`config.mk`:
```
export PLATFORM = sky130hd
export DESIGN_NAME = pcc_counter
export DESIGN_NICKNAME = d
export VERILOG_FILES = /design/src/logic/pcc_pkg.sv /design/src/logic/pcc_delay.sv /design/src/logic/pcc_counter.sv
export SDC_FILE = /design/constraint.sdc
export NUM_CORES = 1
export LEC_CHECK = 0
export BUFFER_PORTS_ARGS = -buffer_cell sky130_fd_sc_hd__buf_2
export CAP_MARGIN = 20
export CORE_ASPECT_RATIO = 0.75
export CORE_MARGIN = 5
export CORE_UTILIZATION = 58
export DETAILED_ROUTE_END_ITERATION = 7
export GPL_TIMING_DRIVEN = 0
export HOLD_SLACK_MARGIN = 0.15
export PLACE_DENSITY = 0.81
export SLEW_MARGIN = 20
export SYNTH_ARGS = -nofsm -noshare
export SYNTH_HDL_FRONTEND = slang
export SYNTH_SLANG_ARGS = --single-unit
export TNS_END_PERCENT = 100
```
`constraint.sdc`:
```
create_clock -name clk -period 5.6 [get_ports clk]
set_clock_uncertainty 0.2 [all_clocks]
set_input_delay 1.12 -clock clk [delete_from_list [all_inputs] [get_ports clk]]
set_output_delay 1.12 -clock clk [all_outputs]
set_load 0.05 [all_outputs]
```
`src/logic/pcc_pkg.sv`:
```
/*
  Package for the preset counter: widths, reset values and timing counts.
  Assumes a 50 MHz system clock.
*/
package pcc_pkg;
  localparam int PCC_CLK_HZ = 50000000;
  localparam int PCC_PV_W = 24;
  localparam logic [23:0] PCC_PV_MAX = 24'hF423F;
  localparam logic [23:0] PCC_OVF_PATTERN = 24'hFFFFFF;
  localparam logic [23:0] PCC_PV_RESET = 24'h000000;
  localparam logic [15:0] PCC_BATCH_RESET = 16'h0000;
  localparam logic [7:0] PCC_PRESCALE_RESET = 8'h01;
  // Reset must be at least this long before it takes effect
  localparam int PCC_RESET_MIN_US = 1000;
  localparam int PCC_RESET_MIN_CYC =
    (PCC_RESET_MIN_US * (PCC_CLK_HZ / 1000000));
  // Output delay after the present value passes the set value
  localparam int PCC_OUT_DLY_US = 200;
  localparam int PCC_OUT_DLY_CYC =
    (PCC_OUT_DLY_US * (PCC_CLK_HZ / 1000000));
  // Highest count rate in batch operation
  localparam int PCC_MAX_COUNT_HZ = 5000;
  localparam int PCC_MIN_PULSE_CYC = PCC_CLK_HZ / PCC_MAX_COUNT_HZ;
endpackage

```
`src/logic/pcc_delay.sv`:
```
/*
  Delay counter: reports a level once its input has been steadily high
  for CYCLES clocks. Assumes inputs synchronous to clk.
*/
`timescale 1ns/1ns
module pcc_delay #(
  parameter int CYCLES = 50000
) (
  // Clock and reset
  input wire logic clk,
  input wire logic resetn,
  // Level in, delayed level out
  input wire logic level_in,
  output logic level_out
);
  localparam int CW = $clog2(CYCLES + 1);
  // Elaboration check: a zero count would pass the level straight through
  if (CYCLES < 1) begin : g_bad_cycles
    $error("pcc_delay: CYCLES must be at least one");
  end
  logic [CW-1:0] cnt_q;
  always_ff @(posedge clk or negedge resetn) begin
    if (!resetn) begin
      cnt_q <= '0;
    end else if (!level_in) begin
      cnt_q <= '0;
    end else if (cnt_q != CW'(CYCLES)) begin
      cnt_q <= cnt_q + 1'b1;
    end
  end
  assign level_out = level_in && (cnt_q == CW'(CYCLES));
endmodule

```
`src/logic/pcc_counter.sv`:
```
/*
  Preset counter with prescaling, overflow handling and batch count.
  Assumes count pulses and the reset pin are synchronous to clk, and that
  each count pulse is a one-cycle strobe no faster than 5 kHz.
*/
// Contract
// [RQ1] Output on when set value and present value are both zero.
// [RQ2] Output held off while the reset input is in progress.
// [RQ3] Set value at or above maximum minus prescale never compares true.
// [RQ4] Overflow shows the all-ones pattern and forces the output on.
// [RQ5] Batch count counts set-value arrivals; pulses up to 5 kHz served.
// [RQ6] Reset held its minimum width clears the output within bounds.
// [RQ7] Output follows the set-value passing within the reference delay.
// [RQ8] Comparison is continuous; a changed set value acts at once.
// [RQ9] Each count pulse adds the prescale factor; overflow saturates.
`timescale 1ns/1ns
module pcc_counter
  import pcc_pkg::*;
#(
  parameter int PV_W = PCC_PV_W,
  parameter logic [23:0] PV_MAX = PCC_PV_MAX,
  parameter int RESET_CYC = PCC_RESET_MIN_CYC,
  parameter int OUT_CYC = PCC_OUT_DLY_CYC
) (
  // Clock and system reset
  input wire logic clk,
  input wire logic resetn,
  // Sensor and external reset pin
  input wire logic count_pulse,
  input wire logic ext_reset,
  // Configuration
  input wire logic [23:0] set_value,
  input wire logic [7:0] prescale_factor,
  // State and control output
  output logic [23:0] present_value,
  output logic overflow,
  output logic [15:0] batch_count,
  output logic control_out
);
  // Elaboration checks: the overflow pattern assumes a 24-bit value
  if (PV_W != 24) begin : g_bad_width
    $error("pcc_counter: only a 24-bit present value is supported");
  end
  if (RESET_CYC < 1 || OUT_CYC < 1) begin : g_bad_delay
    $error("pcc_counter: delay counts must be at least one");
  end
  if (PV_MAX == PCC_OVF_PATTERN || PV_MAX < 24'h0000FF) begin : g_bad_max
    $error("pcc_counter: range top unusable for prescale or overflow");
  end

  ////////////////////////////////////////////////////////////////////////
  // Reset qualification and compare

  logic reset_active;
  logic [24:0] sum;
  logic [24:0] limit;
  logic reached;
  logic cmp_on;
  logic cmp_dly;
  logic [23:0] pv_q;
  logic ovf_q;
  logic [15:0] batch_q;
  logic out_q;
  logic reached_q;

  // Short glitches on the reset pin are ignored by the count until its minimum width; control_out drops on the next clock
  pcc_delay #(.CYCLES(RESET_CYC)) u_reset_dly (
    .clk(clk),
    .resetn(resetn),
    .level_in(ext_reset),
    .level_out(reset_active)
  );

  assign sum = {1'b0, pv_q} + {17'h00000, prescale_factor};
  // Top of range minus prescale; set values at or above it never match
  assign limit = {1'b0, PV_MAX} - {17'h00000, prescale_factor};
  assign reached = ({1'b0, set_value} < limit) && // RQ3
                   (pv_q >= set_value) && (set_value != 24'h000000);
  // Comparison reads set_value every cycle, so a change acts at once
  assign cmp_on = ovf_q || reached || // RQ4 RQ8
                  (set_value == 24'h000000 && pv_q == 24'h000000); // RQ1

  // Output filter stands for the reference delay of the transistor stage
  pcc_delay #(.CYCLES(OUT_CYC)) u_out_dly (
    .clk(clk),
    .resetn(resetn),
    .level_in(cmp_on),
    .level_out(cmp_dly)
  );

  ////////////////////////////////////////////////////////////////////////
  // Present value

  always_ff @(posedge clk or negedge resetn) begin
    if (!resetn) begin
      pv_q <= PCC_PV_RESET;
      ovf_q <= 1'b0;
    end else if (reset_active) begin
      pv_q <= PCC_PV_RESET;
      ovf_q <= 1'b0;
    end else if (count_pulse && !ovf_q) begin
      if (sum > {1'b0, PV_MAX}) begin
        pv_q <= PCC_OVF_PATTERN; // RQ9 RQ4
        ovf_q <= 1'b1;
      end else begin
        pv_q <= sum[23:0]; // RQ9
      end
    end
  end

  ////////////////////////////////////////////////////////////////////////
  // Batch count: one per rising edge of the match

  always_ff @(posedge clk or negedge resetn) begin
    if (!resetn) begin
      reached_q <= 1'b0;
      batch_q <= PCC_BATCH_RESET;
    end else begin
      reached_q <= reached;
      if (reached && !reached_q && batch_q != 16'hFFFF) begin
        batch_q <= batch_q + 16'h0001; // RQ5
      end
    end
  end

  ////////////////////////////////////////////////////////////////////////
  // Control output

  always_ff @(posedge clk or negedge resetn) begin
    if (!resetn) begin
      out_q <= 1'b0;
    end else if (reset_active || ext_reset) begin
      out_q <= 1'b0; // RQ2 RQ6
    end else begin
      out_q <= cmp_dly; // RQ7
    end
  end

  assign present_value = pv_q;
  assign overflow = ovf_q;
  assign batch_count = batch_q;
  assign control_out = out_q;

  ////////////////////////////////////////////////////////////////////////
  // Check helper: cycles the compare has held with the reset pin low

  localparam int RUN_W = $clog2(OUT_CYC + 2);
  logic [RUN_W-1:0] run_q;
  logic run_full;

  // A counter keeps the delay check cheap even at the full default count
  always_ff @(posedge clk or negedge resetn) begin
    if (!resetn) begin
      run_q <= '0;
    end else if (!cmp_on || ext_reset) begin
      run_q <= '0;
    end else if (!run_full) begin
      run_q <= run_q + 1'b1;
    end
  end
  assign run_full = (run_q == RUN_W'(OUT_CYC + 1));
endmodule

```
* Word level (Yosys, flattened, before mapping)
Cells that the tools add are included.
** Storage, ports and cells
- Bits in registers :: 73
- Word-level logic and storage cells :: 52
** Operators by class
- Add/subtract/negate cells :: 5
- Magnitude comparators :: 3
- Equality and inequality tests :: 7
- Multiplexer cells :: 11
- Reduce and logical (&&, ||, !) cells :: 19
** Operators with widths (number)
- $mux 24 :: 3
- $logic_not 24->1 :: 2
- $add 16x1->16 const B :: 2
- $mux 16 :: 2
- $ne 16x16->1 const B :: 2
- $mux 14 :: 2
- $add 24x8->25 :: 1
- $gt 25x20->1 const B :: 1
- $lt 24x25->1 :: 1
- $ge 24x24->1 :: 1
- $reduce_bool 24->1 :: 1
- $sub 20x8->21 const A :: 1
- $eq 16x16->1 const B :: 1
- $add 14x1->14 const B :: 1
- $eq 14x14->1 const B :: 1
- $ne 14x14->1 const B :: 1
- $logic_and 1x1->1 :: 8
- $mux 1 :: 4
- $reduce_bool 2->1 :: 2
- $logic_or 1x1->1 :: 3
- $logic_not 1->1 :: 2
- $ne 2x1->1 const B :: 1
- $ne 2x2->1 const B :: 1
- $reduce_and 2->1 :: 1

* Depth between registers and ports, before layout
Gate-level depths: netlist of the first run.
- Depth in word-level cells :: 8
- Mapped depth :: 13
- Gate-level depth less buffers :: 12

* Modules after synthesis
A second synthesis of the first run with hierarchy kept.
** Unflattened totals
- Cell total of the unflattened synthesis :: 610
- Area, all modules :: 5561.6 um^2
** By module, submodules not included
- pcc_counter :: instances 1, cells each 423, area an instance 3792.4 um^2, sequential area each 1076.0 um^2
- pcc_delay (u_reset_dly) :: instances 1, cells each 104, area an instance 987.2 um^2, sequential area each 400.4 um^2
- pcc_delay (u_out_dly) :: instances 1, cells each 83, area an instance 782.0 um^2, sequential area each 350.3 um^2

* Worst setup path before layout of the first run
Ideal clock, no wire load.
- Kind :: input to register
- From :: input prescale_factor[0]
- To :: register pv_q[14] (netlist: present_value[14])
- Library setup time :: 0.120 ns
- Data arrival time :: 4.008 ns
- Setup slack :: 1.272 ns
- Stages :: 13
- Buffers on the path :: 1
- Cells stage by stage :: ha_1 -> inv_1 -> fa_1 -> nor2b_1 -> o31ai_2 -> a2111oi_0 -> mux2_2 -> a211oi_4 -> o211ai_1 -> o21ai_2 -> buf_6 -> nand3_2 -> o211a_1
** On the way
- Longest elaborated chain between the ends :: 5
** Ends and longest elaborated chain
- from (decl) :: line pcc_counter.sv:33 : input wire logic [7:0] prescale_factor,
- $add 24x8->25 * :: line pcc_counter.sv:74 : assign sum = {1'b0, pv_q} + {17'h00000, prescale_factor};
- $gt 25x20->1 :: line pcc_counter.sv:102 : if (sum > {1'b0, PV_MAX}) begin
- $mux 24 * :: line pcc_counter.sv:102
- $mux 24 * :: line pcc_counter.sv:101 : end else if (count_pulse && !ovf_q) begin
- $mux 24 * :: line pcc_counter.sv:98 : end else if (reset_active) begin
- to (signal assigned) :: line pcc_counter.sv:106 : pv_q <= sum[23:0];
- to (decl) :: line pcc_counter.sv:60 : logic [23:0] pv_q;
Mark *: on every way between the ends. The rest lies on a longest branch, timed or not. The select of a mux whose other input is x is not followed.
A chain may end at the register's enable or synchronous reset.

* Worst setup path after layout of the first run
Ends and elaborated chain as after synthesis.

==> results.json, run 1 <==
{
  "postLayoutCoreUtil": 0.6945,
  "drive_above_1_share": 0.1646,
  "cp.arrival_ns": 4.99,
  "syn_inst": 617,
  "crit_type": "in -> reg",
  "reg2reg_to": "present_value[14]",
  "gp_congestion": 0.9476,
  "diodes": 0,
  "worstSetupPathDepth": 14,
  "cpPeakStageDelay_ns": 0.76,
  "powerDensity_nw_per_um2": 268.9,
  "hp-class": "reg -> reg",
  "grt_usage": 0.2740,
  "cts_resized": 0,
  "cts_hold_buffers": 0,
  "clock-sinks": 73,
  "hold_viol": 0,
  "postRouteAntennaNets": 0,
  "synth_seq_cells": 73,
  "grt_pass1_vias": 4920,
  "cp_max_fo": 10,
  "max-slew-margin-rel": 0.3619,
  "grt.busiest_layer": "met2",
  "die-area_sq_um": 11420,
  "clk_latency_ns": 0.34,
  "crit_start": "prescale_factor[0]",
  "synth_ff_type": "dfrtp_1",
  "coreArea_sq_um": 9084,
  "critPathRequiredTime_ns": 5.63,
  "die_x_microns": 121.7,
  "clk_pin_slew_ns": 0.06,
  "io_buffer_count": 77,
  "row_count": 30,
  "avgSynthCellArea_sq_um": 8.801,
  "endpoint": "present_value[14]",
  "postCtsSetupBuffers": 0,
  "grtUsageMet3": 0.07526,
  "synth-async-reset-ratio": 1.000,
  "finalSetupTns_ns": 0,
  "drv_cap": 0,
  "p_leak_nw": 2.951,
  "holdWs_ns": 0.2873,
  "vias_per_cell": 6.235,
  "hpwlAfterDp_microns": 11550,
  "setup_viol_count_final": 0,
  "synth_enable_flop_cells": 0,
  "use_met1": 0.3981,
  "clock_tree.buffer_depth": 2,
  "endpoint_kind": "flop",
  "post-route-period-util": 0.8874,
  "fin_total_pwr_mw": 1.697,
  "die_y_microns": 93.80,
  "fmax_mhz": 201.2,
  "syn_area_sq_um": 5430,
  "ir_drop_v": 0.0001390,
  "outcome": "completed",
  "cts_tree": "yes",
  "timing.critical_path.buf_inv": 3,
  "r2r-start": "present_value[0]",
  "ctsRootBufferMaster": "clkbuf_16",
  "r2r_setup_slack_ns": 1.05,
  "seq_area_frac_synth": 0.3364,
  "worst_pin_slew_ns": 0.9515,
  "drtPass1Iterations": 5,
  "drt_iter0_markers": 550,
  "grt_pass1_wl_microns": 24850,
  "period_needed_ns": 4.970,
  "antenna_found_initial": 0,
  "cts_buffers": 9,
  "ys_types": 71,
  "area_growth_pct": 16.18,
  "wirelength_microns": 15280,
  "r2r_cells": 13,
  "drc": 0,
  "ioPinCount": 78,
  "synth_warnings": 0,
  "cp_slowest_cell": "a2111oi_0",
  "crit_path_start_kind": "input pin",
  "initial_core_util": 0.5978,
  "fillers": 717,
  "critPathTopFamily": "compound AO/OA/AOI/OAI gates",
  "path_cells": "buf_2 -> ha_1 -> inv_1 -> fa_1 -> nor2b_1 -> o31ai_2 -> a2111oi_0 -> mux2_2 -> a211oi_4 -> o211ai_1 -> o21ai_2 -> buf_6 -> nand3_2 -> o211a_1",
  "rsz0062_at_grt": "no",
  "globalRouteOverflowTotal": 0,
  "fin_nets": 790,
  "h-tree-depth": 3,
  "use_met2": 0.4078,
  "num_vias": 5231,
  "slew_violations": 0,
  "syn_nets": 701,
  "grt_max_degree": 57,
  "wire_per_inst_microns": 18.22
}
## stage by stage
step                cell area, sq um  setup WS, ns  cells
floorplan                       5430         1.272    617
global placement                5976        0.5966    822
detailed placement              6006        0.5640    823
CTS                             6309        0.9025    839
global route                    6309        0.6314    839
finish                          6309        0.6304    839
## power breakdown
| part | switching [mW] | internal (mW) | total [mW] |
|---|---|---|---|
| Combinational | 0.298 | 0.161 | 0.459 |
| Sequential | 0.0740 | 0.576 | 0.650 |
| Clock | 0.239 | 0.349 | 0.587 |
## synthesized netlist by cell type, types with 3 or more instances
cell      count  area (sq um)
o211ai_1      7         52.55
o31ai_1       3         22.52
buf_2         8         40.04
and2_1       14         87.58
nand2_1      36         135.1
inv_1        44         165.2
xor2_1       27         236.5
nor4_1       14         87.58
and3_1       14         87.58
ha_1         47         588.1
or3_1         7         43.79
a211oi_1      9         67.56
clkbuf_1     10         37.54
nand2b_1      5         31.28
o211a_1       5         50.05
a21o_1       14         105.1
xnor2_1      17         148.9
o21a_1        7         52.55
nor3b_1       3         22.52
nor2b_1       9         56.30
a41oi_1       6         52.55
o21ai_0      25         125.1
dfrtp_1      73          1827
mux2i_1       3         30.03
a21boi_0      6         45.04
a221oi_1      4         35.03
nand3_1      32         160.2
nor2_1       39         146.4
nor3_1       25         125.1
nand4_1      16         100.1
a21oi_1      35         175.2
## how the worst min path moves through the flow
| stage | slack, ns | end | cells past startpoint | from |
|---|---|---|---|---|
| global placement | 0.27 | batch_count[11] | 1 | batch_count[11] |
| finish | 0.29 | batch_count[11] | 1 | batch_count[11] |
| detailed placement | 0.29 | batch_count[10] | 1 | batch_count[10] |
| floorplan | 0.31 | u_out_dly.cnt_q[13] | 2 | u_out_dly.cnt_q[13] |
| global route | 0.30 | batch_count[10] | 1 | batch_count[10] |
| CTS | 0.29 | batch_count[11] | 1 | batch_count[11] |
## state kept, by name, indices dropped and copies added (netlist names)
signal             flops
control_out            1
batch_count           16
u_out_dly.cnt_q       14
overflow               1
reached_q              1
present_value         24
u_reset_dly.cnt_q     16
## cells by family (layout without fill, tap and decap cells)
logic type               Yosys count  in the layout  synth area share
AND/OR/NAND/NOR                  228            228            0.2203
AO/OA/AOI/OAI                    153            153            0.2005
flip-flops                        73             73            0.3364
buffers and inverters             66            160           0.05023
adder cells (fa/ha/maj)           48             48            0.1120
XOR/XNOR                          44             44           0.07097
multiplexers                       5              5          0.009677
## per-layer routing
metal	share of wire	routed length, microns
met1	0.45	6890
met2	0.42	6471
met3	0.11	1743
met4	0.012	178
met5	0	0
## layout make-up
type / count / area [sq um] / area share
multi-input combinational: 478 / 3331 / 0.5280
inverter: 44 / 165.2 / 0.02618
clock inverter: 7 / 77.57 / 0.01230
buffer: 22 / 107.6 / 0.01706
sequential: 73 / 1827 / 0.2896
tap: 128 / 160.2 / 0.02539
clock buffer: 9 / 225.2 / 0.03570
timing repair buffer: 78 / 415.4 / 0.06585
## placed cells by master (no fill, tap or decap), drive strengths merged, types with 17 or more instances in the layout
master and n:
dfrtp 73, clkbuf 19, nand2 37, ha 47
xnor2 17, o21ai 28, a21oi 35, nor3 25
inv 46, nor2 39, nand3 33, buf 90
xor2 27
Note: power is estimated with default switching activity, not from simulation.
==> inputs of run 2 (changes only) <==
CORE_UTILIZATION = 43   (was 58)
PLACE_DENSITY = default   (was 0.81)
==> run 2 against run 1 <==
Die area increased by 31%. Total power increased by 7.0%. Via count decreased by 2.9%.
==> results.json, run 2 (synthesized netlist as in run 1, its figures left out) <==
{
  "outcome": "completed",
  "setup_viol_count_final": 0,
  "fmax_mhz": 205.2,
  "clk_latency_ns": 0.34,
  "clock_tree.buffer_depth": 2,
  "ir_drop_v": 0.0001500,
  "rsz0062_at_grt": "no",
  "clk_pin_slew_ns": 0.06,
  "hold_viol": 0,
  "reg2reg_to": "present_value[14]",
  "wirelength_microns": 15710,
  "hpwlAfterDp_microns": 12150,
  "grt_usage": 0.2116,
  "cts_resized": 0,
  "row_count": 35,
  "r2r_setup_slack_ns": 1.18,
  "r2r-start": "present_value[0]",
  "cts_tree": "yes",
  "largest_reg_flops": 24,
  "powerDensity_nw_per_um2": 282.7,
  "antenna_found_initial": 0,
  "cts_hold_buffers": 0,
  "grt_max_degree": 55,
  "die-area_sq_um": 15000,
  "cts_buffers": 9,
  "num_vias": 5080,
  "r2r_cells": 13,
  "drv_cap": 0,
  "ctsRootBufferMaster": "clkbuf_16",
  "diodes": 0,
  "postRouteAntennaNets": 0,
  "wire_per_inst_microns": 17.91,
  "worst_pin_slew_ns": 0.9094,
  "drive_above_1_share": 0.1632,
  "hp-class": "reg -> reg",
  "drtPass1Iterations": 5,
  "h-tree-depth": 3,
  "postLayoutCoreUtil": 0.5217,
  "die_x_microns": 139.8,
  "crit_path_start_kind": "input pin",
  "final_common_cell": "buf_2",
  "post-route-period-util": 0.8704,
  "grt_pass1_wl_microns": 25700,
  "finalSetupTns_ns": 0,
  "cp_max_fo": 10,
  "globalRouteOverflowTotal": 0,
  "place_ws_ns": 0.4601,
  "hold_depth": 1,
  "fillers": 1148,
  "area_growth_pct": 18.23,
  "layout_common_cells": "buf_2, dfrtp_1, ha_1",
  "drt_iter0_markers": 420,
  "min_from": "batch_count[10]",
  "grt_pass1_vias": 4819,
  "fin_ws_ns": 0.7259,
  "gp_congestion": 0.9133,
  "endpoint_kind": "flop",
  "min_to": "batch_count[10]",
  "cp.arrival_ns": 4.89,
  "critPathRequiredTime_ns": 5.62,
  "period_needed_ns": 4.874,
  "crit_type": "in -> reg",
  "p_leak_nw": 2.982,
  "coreArea_sq_um": 12310,
  "initial_core_util": 0.4413,
  "clock-sinks": 73,
  "drc": 0,
  "vias_per_cell": 5.792,
  "max-slew-margin-rel": 0.3901,
  "slew_violations": 0,
  "die_y_microns": 107.3,
  "postCtsSetupBuffers": 0,
  "ioPinCount": 78,
  "fin_nets": 790,
  "io_buffer_count": 77
}
## run 2: layer usage
layer / vias to the layer above / part of all wire / global-route usage
met4: 0 / 0.0022 / 0.02766
met1: 2448 / 0.51 / 0.3318
li1: 2450 / - / -
met5: - / 0 / 0
met2: 177 / 0.41 / 0.2944
met3: 5 / 0.083 / 0.05817
## run 2: report_power, final
part,switching (mW),internal [mW],total (mW),leakage [nW]
Clock,0.227,0.484,0.711,0.178
Combinational,0.294,0.160,0.454,1.91
Sequential,0.0743,0.576,0.650,0.899
## run 2: worst max path at each step
stage / cells after the start / slack [ns] / from / end
global route: 14 / 0.49 / prescale_factor[0] / present_value[14]
finish: 14 / 0.73 / prescale_factor[0] / present_value[14]
floorplan: 13 / 1.27 / prescale_factor[0] / present_value[14]
CTS: 14 / 0.80 / prescale_factor[0] / present_value[14]
detailed placement: 14 / 0.46 / prescale_factor[0] / present_value[14]
global placement: 14 / 0.53 / prescale_factor[0] / present_value[14]
## run 2: metrics by stage
step,instance area [sq um],power (mW),std cells,hold slack [ns]
3_5_place_dp,6053,1.108,861,0.2751
5_1_grt,6420,1.909,877,0.3075
4_1_cts,6420,1.827,877,0.2830
6_report,6420,1.815,877,0.2828
2_1_floorplan,5430,0.9635,617,0.3102
3_3_place_gp,6023,1.093,860,0.2687
## run 2: critical path, cell delays in order
cell	delay, ns
buf_2	0.10
ha_1	0.19
inv_1	0.06
fa_1	0.41
nor2b_1	0.35
o31ai_2	0.21
a2111oi_0	0.68
mux2_2	0.44
a211oi_4	0.26
o211ai_1	0.16
o21ai_2	0.40
buf_6	0.24
nand3_2	0.08
o211a_1	0.16
## run 2: area by class of cell
class,instances,area (sq um),area share
inverters,44,165.2,0.02573
multi-input cells,478,3331,0.5188
flip-flops and latches,73,1827,0.2845
plain buffers,22,107.6,0.01676
repair buffers,78,415.4,0.06470
well taps,166,207.7,0.03235
clock buffers,10,229.0,0.03567
clock inverters,6,137.6,0.02144
